===== src/logic/buck_ctrl_pkg.sv =====
// Package for the four-regulator mode and voltage-scaling control block.
// Assumes a single 50 MHz clock (mclk) and a synchronous active-high reset.
package buck_ctrl_pkg;

  // ----------------------------------------------------------------------
  // Regulator count and indices
  // ----------------------------------------------------------------------
  localparam int NUM_BUCK = 4;
  localparam int IDX_A = 0;
  localparam int IDX_B = 1;
  localparam int IDX_C = 2;
  localparam int IDX_D = 3;

  // ----------------------------------------------------------------------
  // Power-mode codes
  // ----------------------------------------------------------------------
  localparam logic [1:0] MODE_OFF = 2'h0;
  localparam logic [1:0] MODE_GROUP_LP = 2'h1;
  localparam logic [1:0] MODE_FORCED_LP = 2'h2;
  localparam logic [1:0] MODE_NORMAL = 2'h3;

  // ----------------------------------------------------------------------
  // Target-voltage codes: 0.6 V at code zero, 12.5 mV per step
  // ----------------------------------------------------------------------
  localparam int BASE_MV_X10 = 6000;
  localparam int STEP_MV_X10 = 125;
  localparam logic [7:0] MAX_CODE_A = 8'h40;
  localparam logic [7:0] MAX_CODE_B = 8'h4C;
  localparam logic [7:0] MAX_CODE_CD = 8'hDF;
  localparam logic [7:0] RESET_CODE = 8'h00;

  // ----------------------------------------------------------------------
  // Ramp timing: step time = 12.5 mV / rate
  // ----------------------------------------------------------------------
  localparam int CLK_MHZ = 50;
  localparam int SS_FAST_NS = 500;
  localparam int SS_SLOW_NS = 1000;
  localparam int SS_FAST_CYC = SS_FAST_NS * CLK_MHZ / 1000;
  localparam int SS_SLOW_CYC = SS_SLOW_NS * CLK_MHZ / 1000;
  localparam int DVS_BASE_NS = 250;
  localparam int DVS_BASE_CYC = DVS_BASE_NS * CLK_MHZ / 1000;
  localparam int TIMER_W = 10;

  // ----------------------------------------------------------------------
  // Per-regulator ramp state
  // ----------------------------------------------------------------------
  typedef enum logic [1:0] {
    RAMP_IDLE = 2'b00,
    RAMP_SOFTSTART = 2'b01,
    RAMP_DVS = 2'b10
  } ramp_e;

  // Software configuration of one regulator
  typedef struct packed {
    logic [1:0] power_mode;
    logic seq_sel;
    logic [7:0] main_target_code;
    logic [7:0] alt_target_code;
    logic [1:0] slew_rate_sel;
    logic fall_slew_adjust_n;
    logic remote_sense_en;
  } buck_cfg_s;

  // Status of one regulator
  typedef struct packed {
    logic enabled;
    logic lowpower;
    logic remote_sense;
    logic pg_masked;
    logic [7:0] ref_code;
  } buck_stat_s;

endpackage : buck_ctrl_pkg


===== src/logic/buck_ramp.sv =====
// Reference ramp for one regulator: soft-start and slewed voltage scaling.
// Assumes mclk at 50 MHz; cfg inputs come from the same clock domain.
`timescale 1ns/1ps
`default_nettype none
module buck_ramp (
  input wire logic mclk,
  input wire logic reset,
  input wire logic enable,
  input wire logic [7:0] target,
  input wire logic ss_fast,
  input wire logic [1:0] slew_rate_sel,
  input wire logic fall_slew_adjust_n,
  output logic [7:0] ref_code,
  output logic busy
);

  // ----------------------------------------------------------------------
  // State
  // ----------------------------------------------------------------------
  typedef struct packed {
    buck_ctrl_pkg::ramp_e mode;
    logic [7:0] code;
    logic [buck_ctrl_pkg::TIMER_W-1:0] timer;
    logic was_enabled;
  } ramp_state_s;

  ramp_state_s st;
  ramp_state_s next_st;
  logic [buck_ctrl_pkg::TIMER_W-1:0] step_cyc;

  // Cycles per 12.5 mV step: slower by powers of two per slew code
  function automatic logic [buck_ctrl_pkg::TIMER_W-1:0] dvs_step(input logic [1:0] sel, input logic down_slow);
    logic [buck_ctrl_pkg::TIMER_W-1:0] base;
    base = buck_ctrl_pkg::TIMER_W'(buck_ctrl_pkg::DVS_BASE_CYC) << sel;
    dvs_step = down_slow ? (base << 1) : base;
  endfunction : dvs_step

  // Step length for the present direction and phase
  always_comb begin
    if (st.mode == buck_ctrl_pkg::RAMP_SOFTSTART) begin
      step_cyc = ss_fast ? buck_ctrl_pkg::TIMER_W'(buck_ctrl_pkg::SS_FAST_CYC)
                         : buck_ctrl_pkg::TIMER_W'(buck_ctrl_pkg::SS_SLOW_CYC);
    end else begin
      step_cyc = dvs_step(slew_rate_sel, (target < st.code) && fall_slew_adjust_n);
    end
  end

  // Next state
  always_comb begin
    next_st = st;
    next_st.was_enabled = enable;
    if (!enable) begin
      // Reference holds its last value; output is not discharged here
      next_st.mode = buck_ctrl_pkg::RAMP_IDLE;
      next_st.timer = '0;
    end else if (!st.was_enabled) begin
      // Start from the held code, i.e. from the prebiased output
      next_st.mode = buck_ctrl_pkg::RAMP_SOFTSTART;
      next_st.timer = '0;
    end else if (st.code == target) begin
      next_st.mode = buck_ctrl_pkg::RAMP_IDLE;
      next_st.timer = '0;
    end else begin
      if (st.mode == buck_ctrl_pkg::RAMP_IDLE) begin
        next_st.mode = buck_ctrl_pkg::RAMP_DVS;
      end
      if (st.timer + 1'b1 >= step_cyc) begin
        next_st.timer = '0;
        next_st.code = (target > st.code) ? st.code + 8'h01 : st.code - 8'h01;
      end else begin
        next_st.timer = st.timer + 1'b1;
      end
    end
  end

  // Register
  always_ff @(posedge mclk) begin
    if (reset) begin
      st <= '{mode: buck_ctrl_pkg::RAMP_IDLE, code: buck_ctrl_pkg::RESET_CODE, timer: '0, was_enabled: 1'b0};
    end else begin
      st <= next_st;
    end
  end

  assign ref_code = st.code;
  assign busy = (st.mode != buck_ctrl_pkg::RAMP_IDLE) || (enable && !st.was_enabled);

  // Reference moves by at most one code step per cycle
  AST_ONE_STEP: assert property (@(posedge mclk) disable iff (reset)
    (st.code == $past(st.code)) || (st.code == $past(st.code) + 8'h01) || (st.code == $past(st.code) - 8'h01))
    else $error("reference jumped more than one step");

endmodule : buck_ramp
`default_nettype wire


===== src/logic/buck_mode_ctrl.sv =====
// Top of the step-down regulator mode and voltage-scaling control.
// Assumes pins are asynchronous; configuration ports come from mclk logic.
`timescale 1ns/1ps
`default_nettype none
// Functional notes
// - Each regulator has its own mode field
// - Mode 0b10 forces low-power
// - Group mode follows global low-power signal
// - Global low-power from bit or pin0
// - Sequencer drives enable; mode picks power
// - Enable pin high enables buck_a
// - buck_c/d range 0.6 to 3.3875 V
// - buck_a limited to 0.6 to 1.4 V
// - buck_b limited to 0.6 to 1.55 V
// - Eight-bit main and alternate target codes
// - Soft-start rate chosen by fuse
// - Soft-start begins from existing output
// - Power-good masked during soft-start
// - New target approached by controlled ramp
// - Power-good masked during voltage scaling
// - Pin scaling only with alternate function enabled
// - Polarity select sets pin active level
// - Active pin selects alternate target
// - Slew set by rate field and fall bit
// - Remote sense enable per buck_a/buck_b
// - Low-power forces remote sense off
// - Enable bit kept; sense returns on normal
// - Five power stages interleaved on clock edges
// - Rising: a_phase1, b; falling: c, d, a_phase2
// - Power-fail rise raises maskable interrupt
module buck_mode_ctrl (
  input wire logic mclk,
  input wire logic reset,
  input wire buck_ctrl_pkg::buck_cfg_s [3:0] cfg,
  input wire logic [3:0] seq_enable,
  input wire logic global_lowpower_bit,
  input wire logic gp_pin0,
  input wire logic gp_pin0_lp_en,
  input wire logic hw_enable_pin,
  input wire logic gp_pin5,
  input wire logic gp_pin6,
  input wire logic alt_function_en5,
  input wire logic alt_function_en6,
  input wire logic [1:0] pin_polarity_sel,
  input wire logic softstart_rate_fuse,
  input wire logic [3:0] power_fail_n,
  input wire logic power_good_irq_mask,
  input wire logic power_good_irq_clear,
  input wire logic switch_clk,
  output buck_ctrl_pkg::buck_stat_s [3:0] stat,
  output logic power_good_irq,
  output logic [3:0] power_good_flag,
  output logic [4:0] stage_start
);

  // ----------------------------------------------------------------------
  // State
  // ----------------------------------------------------------------------
  typedef struct packed {
    logic [4:0] pin_meta;
    logic [4:0] pin_sync;
    logic [3:0] fail_meta;
    logic [3:0] fail_sync;
    logic [3:0] fail_prev;
    logic [3:0] flag;
    logic [3:0] enabled;
    logic [3:0] lowpower;
    logic [3:0] remote;
    logic irq;
    logic clk_prev;
    logic [4:0] start;
  } top_state_s;

  top_state_s st;
  top_state_s next_st;

  // Synchronised pins: 0 lp pin, 1 enable pin, 2 pin5, 3 pin6, 4 switch clock
  logic gp0_s;
  logic hw_en_s;
  logic pin5_s;
  logic pin6_s;
  logic sw_clk_s;
  logic global_lp;
  logic [1:0] alt_active;
  logic [3:0] want_enable;
  logic [3:0] want_lowpower;
  logic [7:0] sel_target [4];
  logic [7:0] clamp_target [4];
  logic [7:0] ref_code [4];
  logic [3:0] ramp_busy;

  assign gp0_s = st.pin_sync[0];
  assign hw_en_s = st.pin_sync[1];
  assign pin5_s = st.pin_sync[2];
  assign pin6_s = st.pin_sync[3];
  assign sw_clk_s = st.pin_sync[4];

  // ----------------------------------------------------------------------
  // Helpers
  // ----------------------------------------------------------------------
  // Clamp a target code to the regulator's ceiling
  function automatic logic [7:0] clamp_code(input logic [7:0] code, input logic [7:0] max_code);
    clamp_code = (code > max_code) ? max_code : code;
  endfunction : clamp_code

  // Per-regulator ceiling
  function automatic logic [7:0] max_of(input int idx);
    if (idx == buck_ctrl_pkg::IDX_A) begin
      max_of = buck_ctrl_pkg::MAX_CODE_A;
    end else if (idx == buck_ctrl_pkg::IDX_B) begin
      max_of = buck_ctrl_pkg::MAX_CODE_B;
    end else begin
      max_of = buck_ctrl_pkg::MAX_CODE_CD;
    end
  endfunction : max_of

  // ----------------------------------------------------------------------
  // Mode and target decode
  // ----------------------------------------------------------------------
  // Global low-power signal and pin-controlled scaling
  always_comb begin
    global_lp = global_lowpower_bit || (gp_pin0_lp_en && gp0_s);
    alt_active[0] = alt_function_en5 && (pin5_s ^ pin_polarity_sel[0]);
    alt_active[1] = alt_function_en6 && (pin6_s ^ pin_polarity_sel[1]);
  end

  // Per-regulator enable, power level and target
  always_comb begin
    for (int i = 0; i < buck_ctrl_pkg::NUM_BUCK; i++) begin
      // Mode field decoded independently per regulator
      if (cfg[i].seq_sel) begin
        want_enable[i] = seq_enable[i];
      end else begin
        want_enable[i] = (cfg[i].power_mode != buck_ctrl_pkg::MODE_OFF);
      end
      if (i == buck_ctrl_pkg::IDX_A && hw_en_s) begin
        want_enable[i] = 1'b1;
      end
      unique case (cfg[i].power_mode)
        buck_ctrl_pkg::MODE_FORCED_LP: want_lowpower[i] = 1'b1;
        buck_ctrl_pkg::MODE_GROUP_LP: want_lowpower[i] = global_lp;
        buck_ctrl_pkg::MODE_OFF: want_lowpower[i] = 1'b0;
        buck_ctrl_pkg::MODE_NORMAL: want_lowpower[i] = 1'b0;
      endcase
      // Pin scaling applies only to buck_a and buck_b
      if (i < 2 && alt_active[i[0]]) begin
        sel_target[i] = cfg[i].alt_target_code;
      end else begin
        sel_target[i] = cfg[i].main_target_code;
      end
      clamp_target[i] = clamp_code(sel_target[i], max_of(i));
    end
  end

  // ----------------------------------------------------------------------
  // Ramp instances
  // ----------------------------------------------------------------------
  for (genvar g = 0; g < buck_ctrl_pkg::NUM_BUCK; g++) begin : g_ramp
    buck_ramp u_ramp (
      .mclk(mclk),
      .reset(reset),
      .enable(st.enabled[g]),
      .target(clamp_target[g]),
      .ss_fast(softstart_rate_fuse),
      .slew_rate_sel(cfg[g].slew_rate_sel),
      .fall_slew_adjust_n(cfg[g].fall_slew_adjust_n),
      .ref_code(ref_code[g]),
      .busy(ramp_busy[g])
    );
  end

  // ----------------------------------------------------------------------
  // Next state
  // ----------------------------------------------------------------------
  always_comb begin
    next_st = st;
    // Two-flop synchronisers on every pin input
    next_st.pin_meta = {switch_clk, gp_pin6, gp_pin5, hw_enable_pin, gp_pin0};
    next_st.pin_sync = st.pin_meta;
    next_st.fail_meta = power_fail_n;
    next_st.fail_sync = st.fail_meta;
    next_st.fail_prev = st.fail_sync;
    next_st.enabled = want_enable;
    next_st.lowpower = want_lowpower;
    for (int i = 0; i < buck_ctrl_pkg::NUM_BUCK; i++) begin
      // Remote sense off in low power; enable bit itself untouched
      next_st.remote[i] = (i < 2) && cfg[i].remote_sense_en && !want_lowpower[i];
      // Rising power-fail while not masked by a ramp sets sticky flag
      if (st.fail_sync[i] && !st.fail_prev[i] && !ramp_busy[i] && st.enabled[i]) begin
        next_st.flag[i] = 1'b1;
      end else if (power_good_irq_clear) begin
        next_st.flag[i] = 1'b0;
      end
    end
    next_st.irq = |next_st.flag && !power_good_irq_mask;
    // Stage starts on switching clock edges
    next_st.clk_prev = sw_clk_s;
    next_st.start[0] = sw_clk_s && !st.clk_prev && st.enabled[buck_ctrl_pkg::IDX_A];
    next_st.start[1] = sw_clk_s && !st.clk_prev && st.enabled[buck_ctrl_pkg::IDX_B];
    next_st.start[2] = !sw_clk_s && st.clk_prev && st.enabled[buck_ctrl_pkg::IDX_C];
    next_st.start[3] = !sw_clk_s && st.clk_prev && st.enabled[buck_ctrl_pkg::IDX_D];
    next_st.start[4] = !sw_clk_s && st.clk_prev && st.enabled[buck_ctrl_pkg::IDX_A];
  end

  // Register
  always_ff @(posedge mclk) begin
    if (reset) begin
      st <= '0;
    end else begin
      st <= next_st;
    end
  end

  // ----------------------------------------------------------------------
  // Outputs
  // ----------------------------------------------------------------------
  always_comb begin
    for (int i = 0; i < buck_ctrl_pkg::NUM_BUCK; i++) begin
      stat[i].enabled = st.enabled[i];
      stat[i].lowpower = st.lowpower[i];
      stat[i].remote_sense = st.remote[i];
      stat[i].pg_masked = ramp_busy[i];
      stat[i].ref_code = ref_code[i];
    end
  end
  assign power_good_irq = st.irq;
  assign power_good_flag = st.flag;
  assign stage_start = st.start;

  // ----------------------------------------------------------------------
  // Checks
  // ----------------------------------------------------------------------
  AST_FORCED_LP: assert property (@(posedge mclk) disable iff (reset)
    (cfg[2].power_mode == buck_ctrl_pkg::MODE_FORCED_LP) |=> st.lowpower[2])
    else $error("forced low-power not applied");

  AST_GROUP_LP: assert property (@(posedge mclk) disable iff (reset)
    (cfg[2].power_mode == buck_ctrl_pkg::MODE_GROUP_LP && !global_lp) |=> !st.lowpower[2])
    else $error("group low-power without global signal");

  AST_GLOBAL_BIT: assert property (@(posedge mclk) disable iff (reset)
    (global_lowpower_bit && cfg[2].power_mode == buck_ctrl_pkg::MODE_GROUP_LP) |=> st.lowpower[2])
    else $error("global bit did not enter low power");

  AST_SEQ_EN: assert property (@(posedge mclk) disable iff (reset)
    (cfg[3].seq_sel) |=> (st.enabled[3] == $past(seq_enable[3])))
    else $error("sequencer enable not followed");

  AST_HW_EN: assert property (@(posedge mclk) disable iff (reset)
    hw_en_s |=> st.enabled[0])
    else $error("buck_a not enabled by pin");

  AST_CLAMP_A: assert property (@(posedge mclk) disable iff (reset)
    ref_code[0] <= buck_ctrl_pkg::MAX_CODE_A)
    else $error("buck_a reference above ceiling");

  AST_CLAMP_B: assert property (@(posedge mclk) disable iff (reset)
    ref_code[1] <= buck_ctrl_pkg::MAX_CODE_B)
    else $error("buck_b reference above ceiling");

  AST_NO_ALT: assert property (@(posedge mclk) disable iff (reset)
    !alt_function_en5 |-> clamp_target[0] == clamp_code(cfg[0].main_target_code, buck_ctrl_pkg::MAX_CODE_A))
    else $error("pin scaling active while disabled");

  AST_REMOTE_LP: assert property (@(posedge mclk) disable iff (reset)
    st.lowpower[1] |-> !st.remote[1])
    else $error("remote sense on in low power");

  AST_MASK_RAMP: assert property (@(posedge mclk) disable iff (reset)
    (ramp_busy[3] && st.fail_sync[3] && !st.fail_prev[3] && !st.flag[3]) |=> !st.flag[3])
    else $error("power-good flagged during ramp");

  AST_IRQ_MASK: assert property (@(posedge mclk) disable iff (reset)
    power_good_irq_mask |=> !power_good_irq)
    else $error("masked interrupt asserted");

  AST_RISE_EDGE: assert property (@(posedge mclk) disable iff (reset)
    stage_start[1] |-> $past(sw_clk_s) && !$past(st.clk_prev))
    else $error("buck_b started off the rising edge");

endmodule : buck_mode_ctrl
`default_nettype wire


===== config.mk =====
export PLATFORM = sky130hd
export DESIGN_NAME = buck_mode_ctrl
export DESIGN_NICKNAME = d
export VERILOG_FILES = /design/src/logic/buck_ctrl_pkg.sv /design/src/logic/buck_ramp.sv /design/src/logic/buck_mode_ctrl.sv
export SDC_FILE = /design/constraint.sdc
export NUM_CORES = 1
export LEC_CHECK = 0
export ABC_AREA = 1
export BUFFER_PORTS_ARGS = -buffer_cell sky130_fd_sc_hd__buf_2
export CAP_MARGIN = 20
export CELL_PAD_IN_SITES_DETAIL_PLACEMENT = 1
export CELL_PAD_IN_SITES_GLOBAL_PLACEMENT = 1
export CORE_MARGIN = 10
export CORE_UTILIZATION = 36
export CTS_CLUSTER_SIZE = 20
export DETAILED_ROUTE_END_ITERATION = 6
export HOLD_SLACK_MARGIN = 0.06
export PLACE_DENSITY_LB_ADDON = 0.12
export SLEW_MARGIN = 20
export SYNTH_ARGS = -nofsm -noshare
export SYNTH_HDL_FRONTEND = slang
export SYNTH_SLANG_ARGS = --single-unit
export TNS_END_PERCENT = 10

===== constraint.sdc =====
create_clock -name mclk -period 4 [get_ports mclk]
set_input_delay 0.8 -clock mclk [delete_from_list [all_inputs] [get_ports mclk]]
set_output_delay 0.8 -clock mclk [all_outputs]
set_load 0.01 [all_outputs]

==> impl_metrics.tcl <==
set metrics [dict create \
    cts_made_buffers 17 \
    cp_max_fo 8 \
    ctsHoldBuffers 0 \
    nFillCells 3148 \
    die_height_um 177.0 \
    pin_count 174 \
    ant_nets 0 \
    fmax_ghz 0.2533 \
    route.detailed.drc 0 \
    top_usage_layer "met2" \
    finalCritPeriodShare 0.9870 \
    hold-path-endpoint "pin6_s" \
    finish.utilization 0.4587 \
    root_buffer "clkbuf_16" \
    yosys_warnings 0 \
    hold-path-cell-count 2 \
    relSlewSlack 0.6535 \
    drv_cap 0 \
    grt_pass1_wl_um 40340 \
    holdCritStartpoint "next_st[38]" \
    criticalPathCategory "input port to flop" \
    synth_async_sr_flop_share 0 \
    firstDrtPassIters 4 \
    cts_max_level 4 \
    synth_seq_cells 127 \
    clk_path_buf_depth 2 \
    fin_nets 1689 \
    setup_viol 0 \
    die_area_mm2 0.03131 \
    hold_viol 0 \
    synth_area_per_cell_um2 6.934 \
    fp.dieW_um 177.0 \
    grtUsageMet1 0.1825 \
    path_clk_slew_ns 0.06 \
    numClockSinks 127 \
    power_density_mw_per_mm2 322.5 \
    initial_core_util 0.3657 \
    multiInputGateArea_mm2 0.005368 \
    use_met3 0.03947 \
    synth_top_area_share 0.2867 \
    grt_max_degree 43 \
    synth_seq_area_share 0.2867 \
    clock_latency_ns 0.42 \
    yosys.area.top_type "dfxtp_1" \
    layout_commonest_cell "nand2_1" \
    synth_cell_types 42 \
    vias 8192 \
    core-area_mm2 0.02425 \
    antenna_found_initial 0 \
    ys.flop_type "dfxtp_1" \
    antenna_cells 0 \
    rr_startpoint "pin5_s" \
    endpoint_kind "flop" \
    syn_inst 1279 \
    grt_pass1_vias 8624 \
    finalMaxSlewViolations 0 \
    power_mw 3.587 \
    synth.cell_area_mm2 0.008869 \
    ff2ff_path_depth 27 \
    rrSetupSlack_ns 0.14 \
    use_met2 0.2726 \
    wl_per_cell_um 13.54 \
    cp.arrival_ns 4.24 \
    setup_ws_ns 0.05214 \
    layout-drive-gt1-share 0.2507 \
    io_buffers 153 \
    track_usage 0.1550 \
    rsz0062_at_grt "true" \
    skew_ns 0.01580 \
    vias_per_cell 4.561 \
    r2r_end "g_ramp[0].u_ramp.ref_code[6]" \
    post-place-ws_ns -0.5534 \
    drtIter0Drc 240 \
    grt_overflow_total 0 \
    seqCellArea_mm2 0.002542 \
    worstMarginPinSlew_ns 0.5143 \
    cellLeakagePower_nw 5.848 \
    synthTopCellsByArea "dfxtp_1, ha_1, nand2_1, inv_1, nor2_1" \
    peakVddDrop_mv 0.2417 \
    place_hpwl_um 19660 \
    final_cell_mix "nand2_1, inv_1, nor2_1" \
    hold_class "flop to flop" \
    status "complete, no violations" \
    finalWirelength_um 24320 \
    syn2layout_area_growth_pct 25.42 \
    start_kind "input port" \
    std_cell_rows 57 \
    post-route-min-period_ns 3.948 \
    required_ns 4.30 \
    gp_congestion 0.7767 \
    synth-edff-count 0 \
    tritoncts "yes" \
]
==> Yosys cell counts, types with 10 or more instances <==
| library cell | instances |
|---|---|
| o21ai_0 | 51 |
| nor2_2 | 11 |
| clkbuf_1 | 11 |
| xnor2_1 | 13 |
| buf_4 | 58 |
| nand4_1 | 14 |
| dfxtp_1 | 127 |
| nand2_1 | 266 |
| a21oi_1 | 69 |
| xor2_1 | 20 |
| nor2_1 | 172 |
| nand3_1 | 42 |
| ha_1 | 108 |
| or2_2 | 16 |
| a21o_1 | 10 |
| inv_1 | 220 |
==> worst max-delay path: stages <==
cell     delay (ns)
buf_6          0.07
or2_4          0.11
nand3_4        0.09
buf_12         0.15
buf_6          0.11
o21a_1         0.19
nor2_1         0.11
nand4_1        0.11
and2_4         0.20
nor2_2         0.10
ha_1           0.24
a21oi_1        0.16
nand2_2        0.08
nand2_2        0.10
nand3_4        0.12
inv_4          0.09
nand2_2        0.05
a31o_4         0.23
ha_4           0.25
a21o_1         0.17
nor2_1         0.08
nand2_1        0.07
nand2_2        0.08
nand3_4        0.09
nand2_4        0.14
inv_4          0.07
o21ai_1        0.13
a21oi_1        0.05
==> flip-flops by register name, summed over array words and instances (netlist names) <==
register                flops
hw_en_s                     1
stat                       10
g_ramp.u_ramp.ref_code     32
g_ramp.u_ramp.st           52
pin5_s                      1
pin6_s                      1
power_good_flag             4
power_good_irq              1
stage_start                 5
st                          5
gp0_s                       1
next_st                    14
==> layout make-up <==
type / count / share of cell area
multi-input combinational: 867 / 0.4826
sequential: 127 / 0.2286
timing repair buffer: 225 / 0.1222
inverter: 223 / 0.07615
clock buffer: 18 / 0.03948
tap: 324 / 0.03645
clock inverter: 12 / 0.01462
==> cells by family (layout without fill, tap and decap cells) <==
kind of cell	count (synthesis)	after routing	share of synthesized area
compound gates	150	150	0.09269
xor+xnor	33	33	0.03259
fa+ha+maj	112	112	0.1614
buf+inv	297	478	0.1536
flops	127	127	0.2867
mux	4	4	0.004515
other cells	1	12	0.0004228
simple gates	555	556	0.2681
==> where the power goes <==
part / switching, mW / internal (mW) / total, mW
sequential: 0.0256 / 1.30 / 1.33
combinational: 0.360 / 0.303 / 0.664
clock: 0.602 / 0.996 / 1.60
==> worst max-delay path by stage <==
stage               cells past startpoint                 from                      endpoint  slack (ns)
global route                           31  pin_polarity_sel[1]  g_ramp[1].u_ramp.ref_code[2]       -0.18
global placement                       30  pin_polarity_sel[0]  g_ramp[0].u_ramp.ref_code[0]       -0.48
detailed placement                     28  pin_polarity_sel[1]        g_ramp[1].u_ramp.st[3]       -0.55
floorplan                              26  pin_polarity_sel[0]  g_ramp[0].u_ramp.ref_code[0]       0.007
finish                                 28  pin_polarity_sel[0]  g_ramp[0].u_ramp.ref_code[6]        0.05
CTS                                    32  pin_polarity_sel[0]  g_ramp[0].u_ramp.ref_code[5]      -0.002
==> per-stage QoR <==
stage	std cells	setup TNS [ns]	area [µm²]	hold slack (ns)
CTS	1784	-0.001804	10720	0.4077
floorplan	1290	0	8946	0.3883
global route	1796	-3.641	11120	0.4324
global placement	1754	-13.00	10070	0.3901
finish	1796	0	11120	0.4038
detailed placement	1754	-15.85	10070	0.3991
==> repair_timing <==
action | 4_1_cts | 5_1_grt
resized for setup | 12 | 82
setup buffers | 0 | 11
endpoints found under the setup margin | 32 | 33
cloned | 0 | 1
pin swaps | 4 | 52
==> layer usage <==
metal	wire, µm	part of all wire	vias to the layer above
met2	12080	0.50	92
met1	10910	0.45	3782
met4	271	0.011	0
li1	-	-	4300
met3	1060	0.044	18
met5	0	0	-
No activity file was read; power rests on OpenSTA's default activity.
